<file path="src/hw/tpw_pkg.sv">
// Constants for the 16-bit PWM timer: register offsets, field positions,
// reset values, mode and output codes, prescaler divides.
// Assumes a 32-bit AHB-Lite register bus on one clock.
package tpw_pkg;

  // Register byte offsets
  localparam logic [7:0] TPW_OFF_CTRL  = 8'h00;
  localparam logic [7:0] TPW_OFF_CMPA  = 8'h04;
  localparam logic [7:0] TPW_OFF_CMPB  = 8'h08;
  localparam logic [7:0] TPW_OFF_CAPT  = 8'h0c;
  localparam logic [7:0] TPW_OFF_COUNT = 8'h10;
  localparam logic [7:0] TPW_OFF_FLAGS = 8'h14;

  // Control field positions
  localparam int TPW_CTRL_MODE_LSB = 0;
  localparam int TPW_CTRL_COMA_LSB = 4;
  localparam int TPW_CTRL_COMB_LSB = 6;
  localparam int TPW_CTRL_CS_LSB   = 8;
  localparam int TPW_CTRL_DIR_LSB  = 11;
  localparam int TPW_CTRL_PORT_LSB = 13;
  localparam int TPW_CTRL_WIDTH    = 15;

  // Flag bit positions
  localparam int TPW_FLG_OVF  = 0;
  localparam int TPW_FLG_CMPA = 1;
  localparam int TPW_FLG_CMPB = 2;
  localparam int TPW_FLG_CAPT = 3;

  // Reset values
  localparam logic [14:0] TPW_CTRL_RST = 15'h0000;
  localparam logic [15:0] TPW_VAL_RST  = 16'h0000;
  localparam logic [3:0]  TPW_FLG_RST  = 4'h0;

  // Counter limits
  localparam logic [15:0] TPW_BOTTOM = 16'h0000;
  localparam logic [15:0] TPW_TOP8   = 16'h00ff;
  localparam logic [15:0] TPW_TOP9   = 16'h01ff;
  localparam logic [15:0] TPW_TOP10  = 16'h03ff;
  localparam logic [15:0] TPW_MAX    = 16'hffff;

  // Register-defined top mode codes
  localparam logic [3:0] TPW_MODE_PC_CAPT   = 4'ha;
  localparam logic [3:0] TPW_MODE_PC_CMPA   = 4'hb;
  localparam logic [3:0] TPW_MODE_FAST_CAPT = 4'he;
  localparam logic [3:0] TPW_MODE_FAST_CMPA = 4'hf;

  // Compare output mode codes
  localparam logic [1:0] TPW_COM_OFF    = 2'h0;
  localparam logic [1:0] TPW_COM_TOGGLE = 2'h1;

  // Prescaler: select code and last count of each divide
  localparam logic [2:0] TPW_CS_STOP  = 3'h0;
  localparam logic [9:0] TPW_LAST_1   = 10'h000;
  localparam logic [9:0] TPW_LAST_8   = 10'h007;
  localparam logic [9:0] TPW_LAST_64  = 10'h03f;
  localparam logic [9:0] TPW_LAST_256 = 10'h0ff;
  localparam logic [9:0] TPW_LAST_1K  = 10'h3ff;

endpackage

</file>
<file path="src/hw/tpw_presc_if.sv">
// Carries the clock select to the prescaler and the timer enable back.
// Assumes both ends run on hclk.
`timescale 1ns/100ps
interface tpw_presc_if;
  logic [2:0] clk_sel;
  logic       tick;
  modport ctl   (output clk_sel, input tick);
  modport presc (input clk_sel, output tick);
endinterface

</file>
<file path="src/hw/tpw_prescaler.sv">
// Prescaler: one-cycle timer enable at hclk divided by 1, 8, 64, 256, 1024.
// Assumes clk_sel comes from a register on hclk.
`timescale 1ns/100ps
module tpw_prescaler
  import tpw_pkg::*;
(
  input  wire logic hclk,
  input  wire logic hresetn,
  tpw_presc_if.presc pif
);

  logic [9:0] div_ff;
  logic [9:0] last;
  logic       run;

  assign last = (pif.clk_sel == 3'h1) ? TPW_LAST_1 :
                (pif.clk_sel == 3'h2) ? TPW_LAST_8 :
                (pif.clk_sel == 3'h3) ? TPW_LAST_64 :
                (pif.clk_sel == 3'h4) ? TPW_LAST_256 : TPW_LAST_1K;
  assign run  = (pif.clk_sel != TPW_CS_STOP) && (pif.clk_sel <= 3'h5);
  assign pif.tick = run && (div_ff >= last);

  always_ff @(posedge hclk or negedge hresetn) begin
    if (!hresetn) begin
      div_ff <= 10'h000;
    end else if (!run || pif.tick) begin
      div_ff <= 10'h000;
    end else begin
      div_ff <= div_ff + 10'h001;
    end
  end

endmodule

</file>
<file path="src/hw/tpw_timer16_pwm.sv">
// 16-bit timer waveform generator: fast and phase-correct PWM, two channels,
// AHB-Lite register slave. Assumes a single AHB-Lite master on hclk.
`timescale 1ns/100ps

module tpw_timer16_pwm
  import tpw_pkg::*;
(
  input  wire logic        hclk,
  input  wire logic        hresetn,
  input  wire logic        hsel,
  input  wire logic [31:0] haddr,
  input  wire logic [1:0]  htrans,
  input  wire logic        hwrite,
  input  wire logic [2:0]  hsize,
  input  wire logic [31:0] hwdata,
  input  wire logic        hready,
  output logic      [31:0] hrdata,
  output logic             hreadyout,
  output logic             hresp,
  output logic             pin_a_out,
  output logic             pin_a_oe,
  output logic             pin_b_out,
  output logic             pin_b_oe
);

  // Bus state
  logic [7:0]  addr_ff;
  logic        wr_ff;
  logic [31:0] hrdata_ff;
  logic [31:0] nxt_hrdata;

  // Registers
  logic [14:0] ctrl_ff;
  logic [15:0] capt_ff;
  logic [15:0] cnt_ff;
  logic [15:0] nxt_cnt;
  logic        up_ff;
  logic        nxt_up;
  logic [3:0]  flags_ff;
  logic [3:0]  nxt_flags;
  logic [15:0] buf_ff [2];
  logic [15:0] act_ff [2];
  logic [1:0]  wave_ff;

  // Decoded controls
  logic [3:0]  mode;
  logic [1:0]  com [2];
  logic [1:0]  pin_dir;
  logic [1:0]  port_lvl;
  logic        tick;
  logic        fixed_top;
  logic        single;
  logic        dual;
  logic        pwm;
  logic        top_cmpa;
  logic        top_capt;
  logic [15:0] top;
  logic [15:0] wr_mask;
  logic        at_top;
  logic        at_bot;
  logic        top_ev;
  logic        bot_ev;
  logic        dir_up_m;
  logic [1:0]  match;
  logic [1:0]  hit;
  logic        ovf_set;

  // Bus decode
  logic        addr_ok;
  logic        wr_ctrl;
  logic        wr_capt;
  logic        wr_flags;
  logic [1:0]  wr_cmp;
  logic [7:0]  rd_addr;

  // Timer enable; the counter moves only on it
  tpw_presc_if u_pif ();

  tpw_prescaler u_presc (
    .hclk    (hclk),
    .hresetn (hresetn),
    .pif     (u_pif)
  );

  assign u_pif.clk_sel = ctrl_ff[TPW_CTRL_CS_LSB +: 3];
  assign tick          = u_pif.tick;

  // Zero-wait slave, always OKAY
  assign hreadyout = 1'b1;
  assign hresp     = 1'b0;
  assign hrdata    = hrdata_ff;

  assign addr_ok   = hsel && hready && htrans[1];
  assign rd_addr   = haddr[7:0];
  assign wr_ctrl   = wr_ff && (addr_ff == TPW_OFF_CTRL);
  assign wr_cmp[0] = wr_ff && (addr_ff == TPW_OFF_CMPA);
  assign wr_cmp[1] = wr_ff && (addr_ff == TPW_OFF_CMPB);
  assign wr_capt   = wr_ff && (addr_ff == TPW_OFF_CAPT);
  assign wr_flags  = wr_ff && (addr_ff == TPW_OFF_FLAGS);

  always_comb begin
    nxt_hrdata = 32'h0000_0000;
    unique case (rd_addr)
      TPW_OFF_CTRL:  nxt_hrdata = {17'h00000, ctrl_ff};
      TPW_OFF_CMPA:  nxt_hrdata = {16'h0000, buf_ff[0]};
      TPW_OFF_CMPB:  nxt_hrdata = {16'h0000, buf_ff[1]};
      TPW_OFF_CAPT:  nxt_hrdata = {16'h0000, capt_ff};
      TPW_OFF_COUNT: nxt_hrdata = {16'h0000, cnt_ff};
      TPW_OFF_FLAGS: nxt_hrdata = {28'h0000000, flags_ff};
      default:       nxt_hrdata = 32'h0000_0000;
    endcase
  end

  // Read data taken in the address phase: a read right behind a write
  // to the same register sees the old value
  always_ff @(posedge hclk or negedge hresetn) begin
    if (!hresetn) begin
      addr_ff   <= 8'h00;
      wr_ff     <= 1'b0;
      hrdata_ff <= 32'h0000_0000;
    end else begin
      addr_ff <= haddr[7:0];
      wr_ff   <= addr_ok && hwrite;
      if (addr_ok && !hwrite) begin
        hrdata_ff <= nxt_hrdata;
      end
    end
  end

  // Mode decode
  assign mode      = ctrl_ff[TPW_CTRL_MODE_LSB +: 4];
  assign com[0]    = ctrl_ff[TPW_CTRL_COMA_LSB +: 2];
  assign com[1]    = ctrl_ff[TPW_CTRL_COMB_LSB +: 2];
  assign pin_dir   = ctrl_ff[TPW_CTRL_DIR_LSB +: 2];
  assign port_lvl  = ctrl_ff[TPW_CTRL_PORT_LSB +: 2];
  assign fixed_top = !mode[3] && (mode[1:0] != 2'h0);
  assign top_cmpa  = (mode == TPW_MODE_FAST_CMPA) || (mode == TPW_MODE_PC_CMPA);
  assign top_capt  = (mode == TPW_MODE_FAST_CAPT) || (mode == TPW_MODE_PC_CAPT);
  assign single    = (fixed_top && mode[2]) ||
                     (mode == TPW_MODE_FAST_CAPT) || (mode == TPW_MODE_FAST_CMPA);
  assign dual      = (fixed_top && !mode[2]) ||
                     (mode == TPW_MODE_PC_CAPT) || (mode == TPW_MODE_PC_CMPA);
  assign pwm       = single || dual;

  // Compare A as top is the active copy, so writes act at top
  // top source select
  // capture value used live, no buffer
  assign top = (mode[1:0] == 2'h1 && fixed_top) ? TPW_TOP8 :
               (mode[1:0] == 2'h2 && fixed_top) ? TPW_TOP9 :
               (mode[1:0] == 2'h3 && fixed_top) ? TPW_TOP10 :
               top_capt ? capt_ff : act_ff[0];

  assign wr_mask = fixed_top ? top : TPW_MAX;

  assign at_top = (cnt_ff == top);
  assign at_bot = (cnt_ff == TPW_BOTTOM);
  assign top_ev = tick && at_top && (single || (dual && up_ff));
  assign bot_ev = tick && dual && at_bot && !up_ff;
  // Match at bottom counts as upward, at top as downward
  assign dir_up_m = at_bot || (up_ff && !at_top);
  assign ovf_set  = (top_ev && single) || bot_ev;

  // counter steps on the enable only
  always_comb begin
    nxt_cnt = cnt_ff;
    nxt_up  = up_ff;
    if (tick && single) begin
      // clear on the enable after top
      // past a missed top, wraps at max
      nxt_cnt = at_top ? TPW_BOTTOM : cnt_ff + 16'h0001;
    end else if (tick && dual) begin
      if (up_ff && at_top) begin
        // top held one enable, then down
        nxt_up  = 1'b0;
        nxt_cnt = cnt_ff - 16'h0001;
      end else if (!up_ff && at_bot) begin
        nxt_up  = 1'b1;
        nxt_cnt = cnt_ff + 16'h0001;
      end else if (up_ff) begin
        // Top below the count: runs on through 0xffff
        nxt_cnt = cnt_ff + 16'h0001;
      end else begin
        nxt_cnt = cnt_ff - 16'h0001;
      end
    end
  end

  always_ff @(posedge hclk or negedge hresetn) begin
    if (!hresetn) begin
      cnt_ff <= TPW_VAL_RST;
      up_ff  <= 1'b1;
    end else begin
      cnt_ff <= nxt_cnt;
      up_ff  <= nxt_up;
    end
  end

  always_ff @(posedge hclk or negedge hresetn) begin
    if (!hresetn) begin
      ctrl_ff <= TPW_CTRL_RST;
      capt_ff <= TPW_VAL_RST;
    end else begin
      if (wr_ctrl) begin
        ctrl_ff <= hwdata[TPW_CTRL_WIDTH-1:0];
      end
      if (wr_capt) begin
        capt_ff <= hwdata[15:0];
      end
    end
  end

  // Per-channel compare, buffer and wave logic
  generate
    for (genvar i = 0; i < 2; i++) begin : g_ch
      logic nxt_wave;
      assign match[i] = tick && pwm && (cnt_ff == act_ff[i]);

      always_comb begin
        nxt_wave = wave_ff[i];
        if (match[i] && single && com[i] == TPW_COM_TOGGLE && i == 0) begin
          nxt_wave = !wave_ff[i];
        end else if (single && com[i][1]) begin
          if (top_ev) begin
            nxt_wave = com[i][0];
          end
          if (match[i]) begin
            nxt_wave = !com[i][0];
          end
        end else if (dual && com[i][1] && match[i]) begin
          nxt_wave = dir_up_m ? com[i][0] : !com[i][0];
        end
        // output mode zero leaves wave alone
      end

      always_ff @(posedge hclk or negedge hresetn) begin
        if (!hresetn) begin
          wave_ff[i] <= 1'b0;
          buf_ff[i]  <= TPW_VAL_RST;
          act_ff[i]  <= TPW_VAL_RST;
        end else begin
          wave_ff[i] <= nxt_wave;
          if (wr_cmp[i]) begin
            buf_ff[i] <= hwdata[15:0] & wr_mask;
          end
          // Outside PWM the active copies track the buffers
          if (!pwm) begin
            act_ff[i] <= buf_ff[i];
          end else if (top_ev) begin
            act_ff[i] <= buf_ff[i];
          end
        end
      end
    end
  endgenerate

  assign hit[0] = match[0] || (top_ev && top_cmpa);
  assign hit[1] = match[1];

  always_comb begin
    nxt_flags = flags_ff;
    // Clear first, sets after it: an event in the clear cycle wins
    if (wr_flags) begin
      nxt_flags = flags_ff & ~hwdata[3:0];
    end
    // overflow at top in fast mode
    // overflow at bottom in dual mode
    if (ovf_set) begin
      nxt_flags[TPW_FLG_OVF] = 1'b1;
    end
    if (hit[0]) begin
      nxt_flags[TPW_FLG_CMPA] = 1'b1;
    end
    if (hit[1]) begin
      nxt_flags[TPW_FLG_CMPB] = 1'b1;
    end
    if (top_ev && top_capt) begin
      nxt_flags[TPW_FLG_CAPT] = 1'b1;
    end
  end

  always_ff @(posedge hclk or negedge hresetn) begin
    if (!hresetn) begin
      flags_ff <= TPW_FLG_RST;
    end else begin
      flags_ff <= nxt_flags;
    end
  end

  assign pin_a_out = (com[0] != TPW_COM_OFF) ? wave_ff[0] : port_lvl[0];
  assign pin_b_out = (com[1] != TPW_COM_OFF) ? wave_ff[1] : port_lvl[1];
  assign pin_a_oe  = pin_dir[0];
  assign pin_b_oe  = pin_dir[1];

endmodule

</file>
<file path="config.mk">
export PLATFORM = sky130hd
export DESIGN_NAME = tpw_timer16_pwm
export DESIGN_NICKNAME = d
export VERILOG_FILES = /design/src/hw/tpw_pkg.sv /design/src/hw/tpw_presc_if.sv /design/src/hw/tpw_prescaler.sv /design/src/hw/tpw_timer16_pwm.sv
export SDC_FILE = /design/constraint.sdc
export NUM_CORES = 1
export LEC_CHECK = 0
export ABC_AREA = 1
export BUFFER_PORTS_ARGS = -buffer_cell sky130_fd_sc_hd__buf_2
export CORE_UTILIZATION = 50
export DETAILED_ROUTE_END_ITERATION = 10
export GPL_TIMING_DRIVEN = 0
export PLACE_DENSITY_LB_ADDON = 0.25
export SYNTH_ARGS = -nofsm -noshare
export SYNTH_HDL_FRONTEND = slang
export SYNTH_SLANG_ARGS = --single-unit
</file>
<file path="constraint.sdc">
create_clock -name hclk -period 2.3 [get_ports hclk]
set_input_delay 0.23 -clock hclk [delete_from_list [all_inputs] [get_ports hclk]]
set_output_delay 0.23 -clock hclk [all_outputs]
set_load 0.01 [all_outputs]
</file>
# Word-level counts from Yosys, hierarchy flattened
# Index checks and enable logic that the tools add are counted.
# word_totals
regBits	169
input_bits	74
elab_cells	175
# op_classes
add_sub_neg	3
order_cmp	2
eq_ne	27
n_mux	41
bitwise	4
n_reduce_logical	80
# op_table
op	count
$mux 16	15
$pmux 16 s6	1
$mux 10	5
$eq 16x16->1	3
$logic_and 1x1->1	41
$eq 8x4->1 const B	4
$eq 8x5->1 const B	3
$reduce_bool 2->1	10
$mux 1	19
$add 16x1->16 const B	1
$and 16x16->16	1
$eq 4x4->1 const B	4
$eq 8x3->1 const B	2
$logic_not 16->1	1
$logic_not 8->1	2
$sub 16x1->16 const B	1
$logic_or 1x1->1	12
$add 10x1->10 const B	1
$ge 10x10->1	1
$logic_not 1->1	9
$eq 3x2->1 const B	2
$reduce_bool 3->1	2
$and 4x4->4	1
$eq 2x1->1 const B	2
12 further kinds	14

# Depth between registers and ports, before layout
# Gate-level depths: netlist of run 1.
# depth
ltp_word	14
depth_mapped	21
ltp_nobuf	19

# Hierarchy
# Synthesis of run 1 repeated with hierarchy kept, for this count alone.
# hier_totals
cells_unflattened	1213
area_unflattened_um2	9138.8
# modules_own_cells
module	n_inst	cells_each	area_per_inst_um2	seq_area_each_um2
tpw_timer16_pwm	1	1106	8339.2	3579.7
tpw_prescaler	1	107	799.5	250.2

# Worst setup path after synthesis of run 1
# OpenSTA, ideal clock, no wires.
# synth_path
kind	register -> register
start	register ctrl_ff[10]
end	register act_ff[19] (netlist bit)
setup_ps	125
t_arrival_ps	2324
required_ps	2175
path_slack_ps	-148
stages_incl_launch_ff	17
period_less_slack_ps	2448
cell_sequence	dfrtp_1 nor2_1 inv_1 o21ai_0 ha_1 nand2_1 inv_1 nand3_1 nor2_1 nand2_1 nand3_1 nand2_1 inv_1 nand4_1 nand2_1 buf_4 mux2_2
# synth_between
elab_chain_cells	10
elab_cells_between_ends	16
# synth_rtl
item	line_no	text
start, declared	tpw_timer16_pwm.sv:33	logic [14:0] ctrl_ff;
start signal, assigned	tpw_timer16_pwm.sv:204	ctrl_ff <= hwdata[TPW_CTRL_WIDTH-1:0];
$eq 3x3->1	tpw_prescaler.sv:19	(pif.clk_sel == 3'h4) ? TPW_LAST_256 : TPW_LAST_1K;
$mux 10	tpw_prescaler.sv:19	
$mux 10	tpw_prescaler.sv:18	(pif.clk_sel == 3'h3) ? TPW_LAST_64 :
$mux 10	tpw_prescaler.sv:17	(pif.clk_sel == 3'h2) ? TPW_LAST_8 :
$mux 10	tpw_prescaler.sv:16	assign last = (pif.clk_sel == 3'h1) ? TPW_LAST_1 :
$ge 10x10->1	tpw_prescaler.sv:21	assign pif.tick = run && (div_ff >= last);
$logic_and 1x1->1 *	tpw_prescaler.sv:21	
$logic_and 1x1->1 * (2 in series)	tpw_timer16_pwm.sv:157	assign top_ev = tick && at_top && (single || (dual && up_ff));
$ne 2x1->1 (no source line) *	n/a	
end signal, assigned by index	tpw_timer16_pwm.sv:247	act_ff[i] <= buf_ff[i];
end signal, assigned by index	tpw_timer16_pwm.sv:249	act_ff[i] <= buf_ff[i];
end, declared	tpw_timer16_pwm.sv:42	logic [15:0] act_ff [2];
# Every way passes the cells marked *; elsewhere a longest branch is shown, timed or not.
# A chain may end at the register's enable or synchronous reset.

# Worst setup path in the final report of run 1
# Same ends and word-level chain as after synthesis.

==> impl_metrics.env, run 1 <==
export IMPL_status="finished, violations left"
export IMPL_failed_checks="negative setup slack"
export IMPL_cp_slowest_stage_delay_ns=0.41
export IMPL_critPathTopFamily="simple AND/OR/NAND/NOR gates"
export IMPL_grtUsageTotal_pct=32.0
export IMPL_numClockSinks=153
export IMPL_drtPass1Iterations=7
export IMPL_path_buf_inv=3
export IMPL_netlist_top_cell_by_area="dfrtp_1"
export IMPL_routed_wl_mm=29.0
export IMPL_io_pins=112
export IMPL_grt_start_max_net_pins=86
export IMPL_power_leakage_nw=5.81
export IMPL_clkTransAtPathRegs_ns=0.07
export IMPL_syn_avg_cell_area_um2=7.58
export IMPL_pwr_share_seq_pct=42.8
export IMPL_wl_per_cell_um=18.6
export IMPL_dieArea_um2=18300
export IMPL_yosysWarningCount=0
export IMPL_fp_dieH_um=135
export IMPL_whs_ns=0.00587
export IMPL_ys_ff_latch=153
export IMPL_yosysTopAreaCellShare_pct=42.9
export IMPL_route_detailed_drc=0
export IMPL_cts_root_buf="clkbuf_16"
export IMPL_synthMuxAreaShare_pct=1.27
export IMPL_finalPower_mw=7.16
export IMPL_period_minus_slack_ns=2.68
export IMPL_finalNetCount=1404
export IMPL_worstSetupEndpointType="flip-flop"
export IMPL_path_max_fanout=7
export IMPL_synth_area_um2=8870
export IMPL_final_hold_viol_count=0
export IMPL_drv_slew=0
export IMPL_grt_setup_unrepaired="true"
export IMPL_fin_skew_ns=0.0121
export IMPL_die_w_um=135
export IMPL_via_count=8932
export IMPL_layout_setup_ws_ns=-0.379
export IMPL_drive_above_1_share_pct=24.0
export IMPL_clkPwrFrac_pct=42.1
export IMPL_synth_xor_xnor_area_share_pct=4.74
export IMPL_final_cells=1557
export IMPL_maxCapViolations=0
export IMPL_tightest_slew_ns=0.839
export IMPL_cts_made_buffers=17
export IMPL_yosys_area_share_simple_pct=26.4
export IMPL_setup_tns_ns=-16.83
export IMPL_cp_start_kind="flip-flop"
export IMPL_vias_per_cell=5.74
export IMPL_slew_headroom_pct=42.6
export IMPL_comb_power_share_pct=15.1
export IMPL_ir_drop_mv=0.542
export IMPL_cp_required_ns=2.63
export IMPL_crit_arrival_ns=3.01
export IMPL_grt_antenna_before_repair=0
export IMPL_cts_tree="yes"
export IMPL_switching_share_pct=28.7
export IMPL_cp_common_cell="a21oi_2"
export IMPL_synthToLayoutAreaGrowth_pct=27.7
export IMPL_synth_cells=1170
export IMPL_cp_slowest_cell="dfrtp_2"
export IMPL_dp_hpwl_mm=19.5
export IMPL_synthTopCellsByArea="dfrtp_1 (43%), nand2_1 (13%), o21ai_0 (6.3%)"
export IMPL_synthFlopType="dfrtp_1"
export IMPL_synth_distinct_cells=43
export IMPL_place_congestion=0.947
export IMPL_power_density_nw_per_um2=632
export IMPL_synthArstFlopShare_pct=100
export IMPL_start_util_pct=51.3
export IMPL_clk_latency_ns=0.44
export IMPL_core_area_um2=17300
export IMPL_final_fill_count=1435
export IMPL_h_tree_depth=4
export IMPL_final_antenna_net_count=0
export IMPL_switchingPower_mw=2.05
export IMPL_clockBufferDepth=2
export IMPL_fmax_ghz=0.373
export IMPL_setup_viol=55
export IMPL_initialDrtViolationCount=843
export IMPL_synth_edf_count=0
export IMPL_path_cells="inv_2 > a21oi_2 > nor2_2 > a21oi_2 > ha_1 > nand2_1 > a21oi_2 > a211oi_2 > nand3_4 > nand2_4 > inv_2 > nand4_1 > nand2_4 > buf_6 > mux2_2"
export IMPL_grt_pass1_wl_mm=43.7
export IMPL_synth_fa_ha_area_share_pct=1.55
export IMPL_p_int_mw=5.11
export IMPL_grt_pass1_vias=8139
export IMPL_grt_ovfl_total=0
export IMPL_rows=48
export IMPL_place_inst=1461
export IMPL_hp_class="input pin to flip-flop"
export IMPL_num_antenna_cells=0
export IMPL_synth_top_family_by_area="simple AND/OR/NAND/NOR gates"
export IMPL_critPathKind="flip-flop to flip-flop"
export IMPL_yosysSeqAreaShare_pct=43.2
export IMPL_post_place_ws_ns=-0.706
export IMPL_portBuffers=49
export IMPL_layout_worst_path_cycle_share_pct=116
export IMPL_synth_compound_area_share_pct=12.3
-- kinds of logic (layout without fill, tap and decap cells) --
family | Yosys count | after routing
adders and majority gates | 11 | 11
and+or+nand+nor | 539 | 540
AOI/OAI and AO/OA | 197 | 197
muxes | 10 | 10
DFF | 153 | 153
other | 2 | 18
xor gates and xnor gates | 48 | 48
buffers and inverters | 210 | 355
-- synthesized netlist by cell type, types with 2 or more instances --
master,count
o22ai_1,19
nor3b_1,5
nand2_2,2
conb_1,2
a41oi_1,2
xnor2_1,21
inv_1,139
nor3_1,7
a21oi_2,2
a2111oi_0,3
ha_1,11
a21oi_1,34
nand3b_1,2
o21ai_0,111
o221ai_1,2
xor2_1,27
clkbuf_1,25
nand2_4,2
nor3_2,4
nor2_2,2
clkbuf_2,2
nand4_1,42
buf_2,15
buf_4,22
mux2_2,10
inv_2,2
o211ai_1,5
nand2_1,298
o21ai_1,5
a211oi_1,10
buf_6,5
dfrtp_1,152
nor4_1,6
nor2_1,98
nand3_1,68
-- sequential cells by signal, indices dropped and copies added, names as in the netlist --
register	flops
ctrl_ff	15
buf_ff	32
capt_ff	16
act_ff	32
hrdata	16
addr_ff	8
wr_ff	1
cnt_ff	16
wave_ff	2
u_presc.div_ff	10
flags_ff	4
up_ff	1
-- power groups by stage --
stage / clock network, mW / logic (mW) / registers, mW
after floorplan: 0 / 0.681 / 3.07
after global placement: 0 / 0.941 / 3.10
after detailed placement: 0 / 0.968 / 3.10
after CTS: 3.03 / 1.02 / 3.06
after global routing: 3.13 / 1.20 / 3.09
final: 3.01 / 1.08 / 3.06
-- worst reg2reg max path, stage by stage (launching register included) --
cell	delay, ns
dfrtp_2	0.41
inv_2	0.07
a21oi_2	0.16
nor2_2	0.07
a21oi_2	0.20
ha_1	0.28
nand2_1	0.08
a21oi_2	0.04
a211oi_2	0.27
nand3_4	0.17
nand2_4	0.11
inv_2	0.04
nand4_1	0.14
nand2_4	0.12
buf_6	0.16
mux2_2	0.26
-- cell usage in the layout (no fill, tap or decap), types with 6 or more instances in the layout --
cell type / n
clkbuf_16: 20
dlygate4sd3_1: 9
nand2_1: 269
nand2_2: 23
nand4_1: 42
clkbuf_1: 20
nand3_2: 14
ha_1: 9
o21ai_2: 6
dfrtp_1: 148
o21ai_0: 97
xor2_1: 27
o21ai_1: 12
nor2_4: 6
nand2_4: 10
conb_1: 18
a211oi_1: 9
a21oi_1: 23
a21oi_2: 12
inv_2: 12
nand3_4: 6
o22ai_1: 18
xnor2_1: 21
nor2_1: 88
nor2_2: 7
nand3_1: 50
mux2_2: 10
buf_2: 57
buf_6: 24
buf_4: 55
inv_1: 125
-- final timing paths --
check / start / end / slack, ns / cells after the start
worst max-delay path: ctrl_ff[10]$_DFFE_PN0P_ / act_ff[19]$_DFFE_PN0P_ / -0.38 / 15
worst min-delay path: hwrite / wr_ff$_DFF_PN0_ / 0.006 / 3
worst max register to register: ctrl_ff[10]$_DFFE_PN0P_ / act_ff[19]$_DFFE_PN0P_ / -0.38 / 15
worst min register to register: hrdata[15]$_DFFE_PN0P_ / hrdata[15]$_DFFE_PN0P_ / 0.48 / 2
max in group asynchronous: hresetn / ctrl_ff[8]$_DFFE_PN0P_ / 1.09 / 3
min in group asynchronous: hresetn / cnt_ff[4]$_DFFE_PN0P_ / 0.35 / 2
-- per-layer routing --
layer	vias to the layer above	share of wire, %	track usage, %	routed length (µm)
li1	4102	-	-	-
met1	4213	40	41.9	11500
met2	486	47	51.3	13500
met3	131	8.2	6.14	2380
met4	0	5.5	15.0	1610
met5	-	0	0	0
-- area by class of cell --
type                            instances  area [µm²]  share of cell area [%]
Buffer                                 68         518                    4.57
Clock buffer                           17         425                    3.76
Clock inverter                         15         204                    1.80
Inverter                              141         541                    4.77
Multi-Input combinational cell        824        4650                    41.0
Sequential cell                       153        3830                    33.9
Tap cell                              225         282                    2.49
Timing Repair Buffer                  114         875                    7.72
-- stage by stage --
stage / utilization (%) / area, µm²
2_1_floorplan: - / 8950
3_3_place_gp: 54.8 / 9470
3_5_place_dp: 55.0 / 9510
4_1_cts: 62.6 / 10800
5_1_grt: 65.5 / 11300
6_report: 65.5 / 11300
-- timing repair --
item	CTS	global route
buffers inserted	27	26
gates resized for setup	102	95
endpoints found under the setup margin	65	73
cloned	5	4
endpoints found under the hold margin	75	0
pin swaps	31	47
hold buffers	9	0
(Power assumes the default switching activity.)
==> inputs of run 2 (changes only) <==
--- a/config.mk
+++ b/config.mk
@@ -5,7 +5,6 @@
 export SDC_FILE = /design/constraint.sdc
 export NUM_CORES = 1
 export LEC_CHECK = 0
-export ABC_AREA = 1
 export BUFFER_PORTS_ARGS = -buffer_cell sky130_fd_sc_hd__buf_2
 export CORE_UTILIZATION = 50
 export DETAILED_ROUTE_END_ITERATION = 10
==> run 2 against run 1 <==
Net effect:
- the run still ends with negative setup slack left
- wire length is 8.1% lower
- global-route usage is 2.4 points lower
- power is 3.5% lower
- largest cell class unchanged
==> impl_metrics.env, run 2 <==
export IMPL_final_antenna_net_count=0
export IMPL_place_area_um2=9560
export IMPL_path_max_fanout=7
export IMPL_clockBufferDepth=2
export IMPL_num_antenna_cells=0
export IMPL_use_met3_pct=4.43
export IMPL_h_tree_depth=4
export IMPL_finalPower_mw=6.91
export IMPL_synthFlopType="dfrtp_1"
export IMPL_netlist_top_cell_by_area="dfrtp_1"
export IMPL_failed_checks="negative setup slack"
export IMPL_maxCapViolations=0
export IMPL_grt_setup_unrepaired="true"
export IMPL_cp_start_kind="flip-flop"
export IMPL_final_cells=1246
export IMPL_yosysWarningCount=0
export IMPL_wl_per_cell_um=21.4
export IMPL_cts_made_buffers=17
export IMPL_final_common_cell="dfrtp_1"
export IMPL_use_met1_pct=40.7
export IMPL_status="finished, violations left"
export IMPL_final_cell_mix="dfrtp_1 (147), mux2_2 (86), nand2_1 (85)"
export IMPL_initialDrtViolationCount=671
export IMPL_ys_ff_latch=153
export IMPL_via_count=7588
export IMPL_synth_cells_most_frequent="dfrtp_1 (152), nand2_1 (90), mux2_2 (87)"
export IMPL_synthToLayoutAreaGrowth_pct=24.8
export IMPL_grt_antenna_before_repair=0
export IMPL_numClockSinks=153
export IMPL_layout_worst_path_cycle_share_pct=139
export IMPL_layout_setup_ws_ns=-0.901
export IMPL_fp_dieH_um=135
export IMPL_routed_wl_mm=26.6
export IMPL_die_w_um=135
export IMPL_syn_avg_cell_area_um2=9.91
export IMPL_route_detailed_drc=0
export IMPL_finalNetCount=1093
export IMPL_place_inst=1179
export IMPL_synth_distinct_cells=74
export IMPL_clkTransAtPathRegs_ns=0.07
export IMPL_fin_skew_ns=0.00878
export IMPL_synth_cells=888
export IMPL_cts_tree="yes"
export IMPL_grt_pass1_wl_mm=40.2
export IMPL_busiest_layer="met2"
export IMPL_power_leakage_nw=5.09
export IMPL_dp_hpwl_mm=18.6
export IMPL_hp_class="input pin to flip-flop"
export IMPL_crit_arrival_ns=3.53
export IMPL_yosysSeqAreaShare_pct=43.5
export IMPL_drv_slew=0
export IMPL_dieArea_um2=18100
export IMPL_grt_use_met2_pct=46.2
export IMPL_path_cells="nor2b_4 > or4_1 > a311oi_1 > or4b_4 > nor4_4 > buf_4 > buf_8 > nand3_4 > a21boi_4 > buf_12 > clkbuf_16 > mux2_2"
export IMPL_setup_viol=54
export IMPL_period_minus_slack_ns=3.20
export IMPL_synthTopCellsByArea="dfrtp_1 (43%), mux2_2 (11%), o21ai_0 (4.0%)"
export IMPL_clk_latency_ns=0.44
export IMPL_io_pins=112
export IMPL_rows=48
export IMPL_worstSetupEndpointType="flip-flop"
export IMPL_grt_ovfl_total=0
export IMPL_ir_drop_mv=0.561
export IMPL_grt_pass1_vias=7222
export IMPL_tightest_slew_ns=0.944
export IMPL_yosysTopAreaCellShare_pct=43.2
export IMPL_slew_headroom_pct=37.0
export IMPL_cp_slowest_stage_delay_ns=0.52
export IMPL_fmax_ghz=0.312
export IMPL_critPathKind="flip-flop to flip-flop"
export IMPL_drtPass1Iterations=5
export IMPL_core_area_um2=17200
export IMPL_setup_tns_ns=-43.99
export IMPL_cp_required_ns=2.62
export IMPL_final_fill_count=1344
export IMPL_cp_slowest_cell="or4b_4"
export IMPL_power_density_nw_per_um2=629
export IMPL_postLayoutCellArea_um2=11000
export IMPL_final_hold_viol_count=0
export IMPL_portBuffers=49
export IMPL_yosysMostFrequentCell="dfrtp_1"
export IMPL_grt_start_max_net_pins=90
export IMPL_synth_area_um2=8800
export IMPL_synth_edf_count=0
export IMPL_drive_above_1_share_pct=32.2
export IMPL_synthArstFlopShare_pct=100
export IMPL_start_util_pct=51.1
export IMPL_reg_largest_list="act_ff x32, buf_ff x32"
export IMPL_grtUsageTotal_pct=29.6
export IMPL_cts_root_buf="clkbuf_16"
export IMPL_vias_per_cell=6.09
export IMPL_place_congestion=0.975
[run 2: changes by cell type after synthesis, moves of 33 or more]
cell     before  now
nand3_1      68   23
nor2_1       98   44
nand2_1     298   90
inv_1       139   25
nand4_1      42    9
o21ai_0     111   71
mux2_2       10   87
[run 2: stage by stage]
stage | setup WS (ns) | hold WS (ns) | utilization [%]
after floorplan | -0.720 | -0.0656 | -
after global placement | -1.49 | 0.352 | 55.2
after detailed placement | -1.47 | 0.356 | 55.5
after CTS | -0.909 | 0.00727 | 61.6
after global routing | -0.964 | 0.00570 | 63.7
final | -0.901 | 0.0111 | 63.7
[run 2: cell families after synthesis]
logic type	after synthesis	synth area share (%)
multiplexers	114	14.7
flip-flops	153	43.5
other	2	0.0853
buffers and inverters	102	5.60
adder cells (fa/ha/maj)	11	1.56
XOR/XNOR	47	4.68
AND/OR/NAND/NOR	272	15.9
AO/OA/AOI/OAI	187	13.9
[run 2: path summary, 6_finish.rpt]
kind | start | endpoint | slack [ns] | cells after the start
setup / recovery | ctrl_ff[0]$_DFFE_PN0P_ | act_ff[6]$_DFFE_PN0P_ | -0.90 | 12
hold / removal | haddr[2] | addr_ff[2]$_DFF_PN0_ | 0.01 | 1
setup reg to reg | ctrl_ff[0]$_DFFE_PN0P_ | act_ff[6]$_DFFE_PN0P_ | -0.90 | 12
hold reg to reg | flags_ff[1]$_DFFE_PN0P_ | flags_ff[1]$_DFFE_PN0P_ | 0.48 | 1
max in group asynchronous | hresetn | buf_ff[21]$_DFFE_PN0P_ | 1.10 | 3
min in group asynchronous | hresetn | u_presc.div_ff[4]$_DFF_PN0_ | 0.42 | 2
[run 2: power by group]
| part | total (mW) | internal [mW] | switching, mW |
|---|---|---|---|
| Combinational | 0.942 | 0.472 | 0.469 |
| Sequential | 3.01 | 2.85 | 0.163 |
| Clock | 2.96 | 1.68 | 1.28 |
[run 2: critical path: cells and delay by family, from the launching register on]
family | cells | cell delay [ns]
AOI/OAI and AO/OA | 2 | 0.43
buffers and inverters | 4 | 0.61
DFF | 1 | 0.45
muxes | 1 | 0.26
and+or+nand+nor | 5 | 1.34
[run 2: cell type report]
| class | count | area [µm²] | area share, % |
|---|---|---|---|
| plain buffers | 70 | 457 | 4.16 |
| clock buffers | 18 | 439 | 4.00 |
| clock inverters | 14 | 176 | 1.61 |
| inverters | 25 | 93.8 | 0.854 |
| multi-input cells | 650 | 4960 | 45.2 |
| flip-flops and latches | 153 | 3840 | 34.9 |
| well taps | 225 | 282 | 2.56 |
| repair buffers | 91 | 739 | 6.73 |
[run 2: per-layer routing]
metal | vias up | wire length (µm)
met3 | 82 | 1720
met1 | 3743 | 11400
met4 | 0 | 920
li1 | 3423 | -
met2 | 340 | 12500
met5 | - | 0
[run 2: timing repair]
item                       CTS  global route
pin swaps                   17            18
setup endpoints to repair   86            92
setup buffers               18            12
gates resized for setup     55            68
hold buffers                 8             0
hold endpoints to repair    94             0
cloned                       2             2
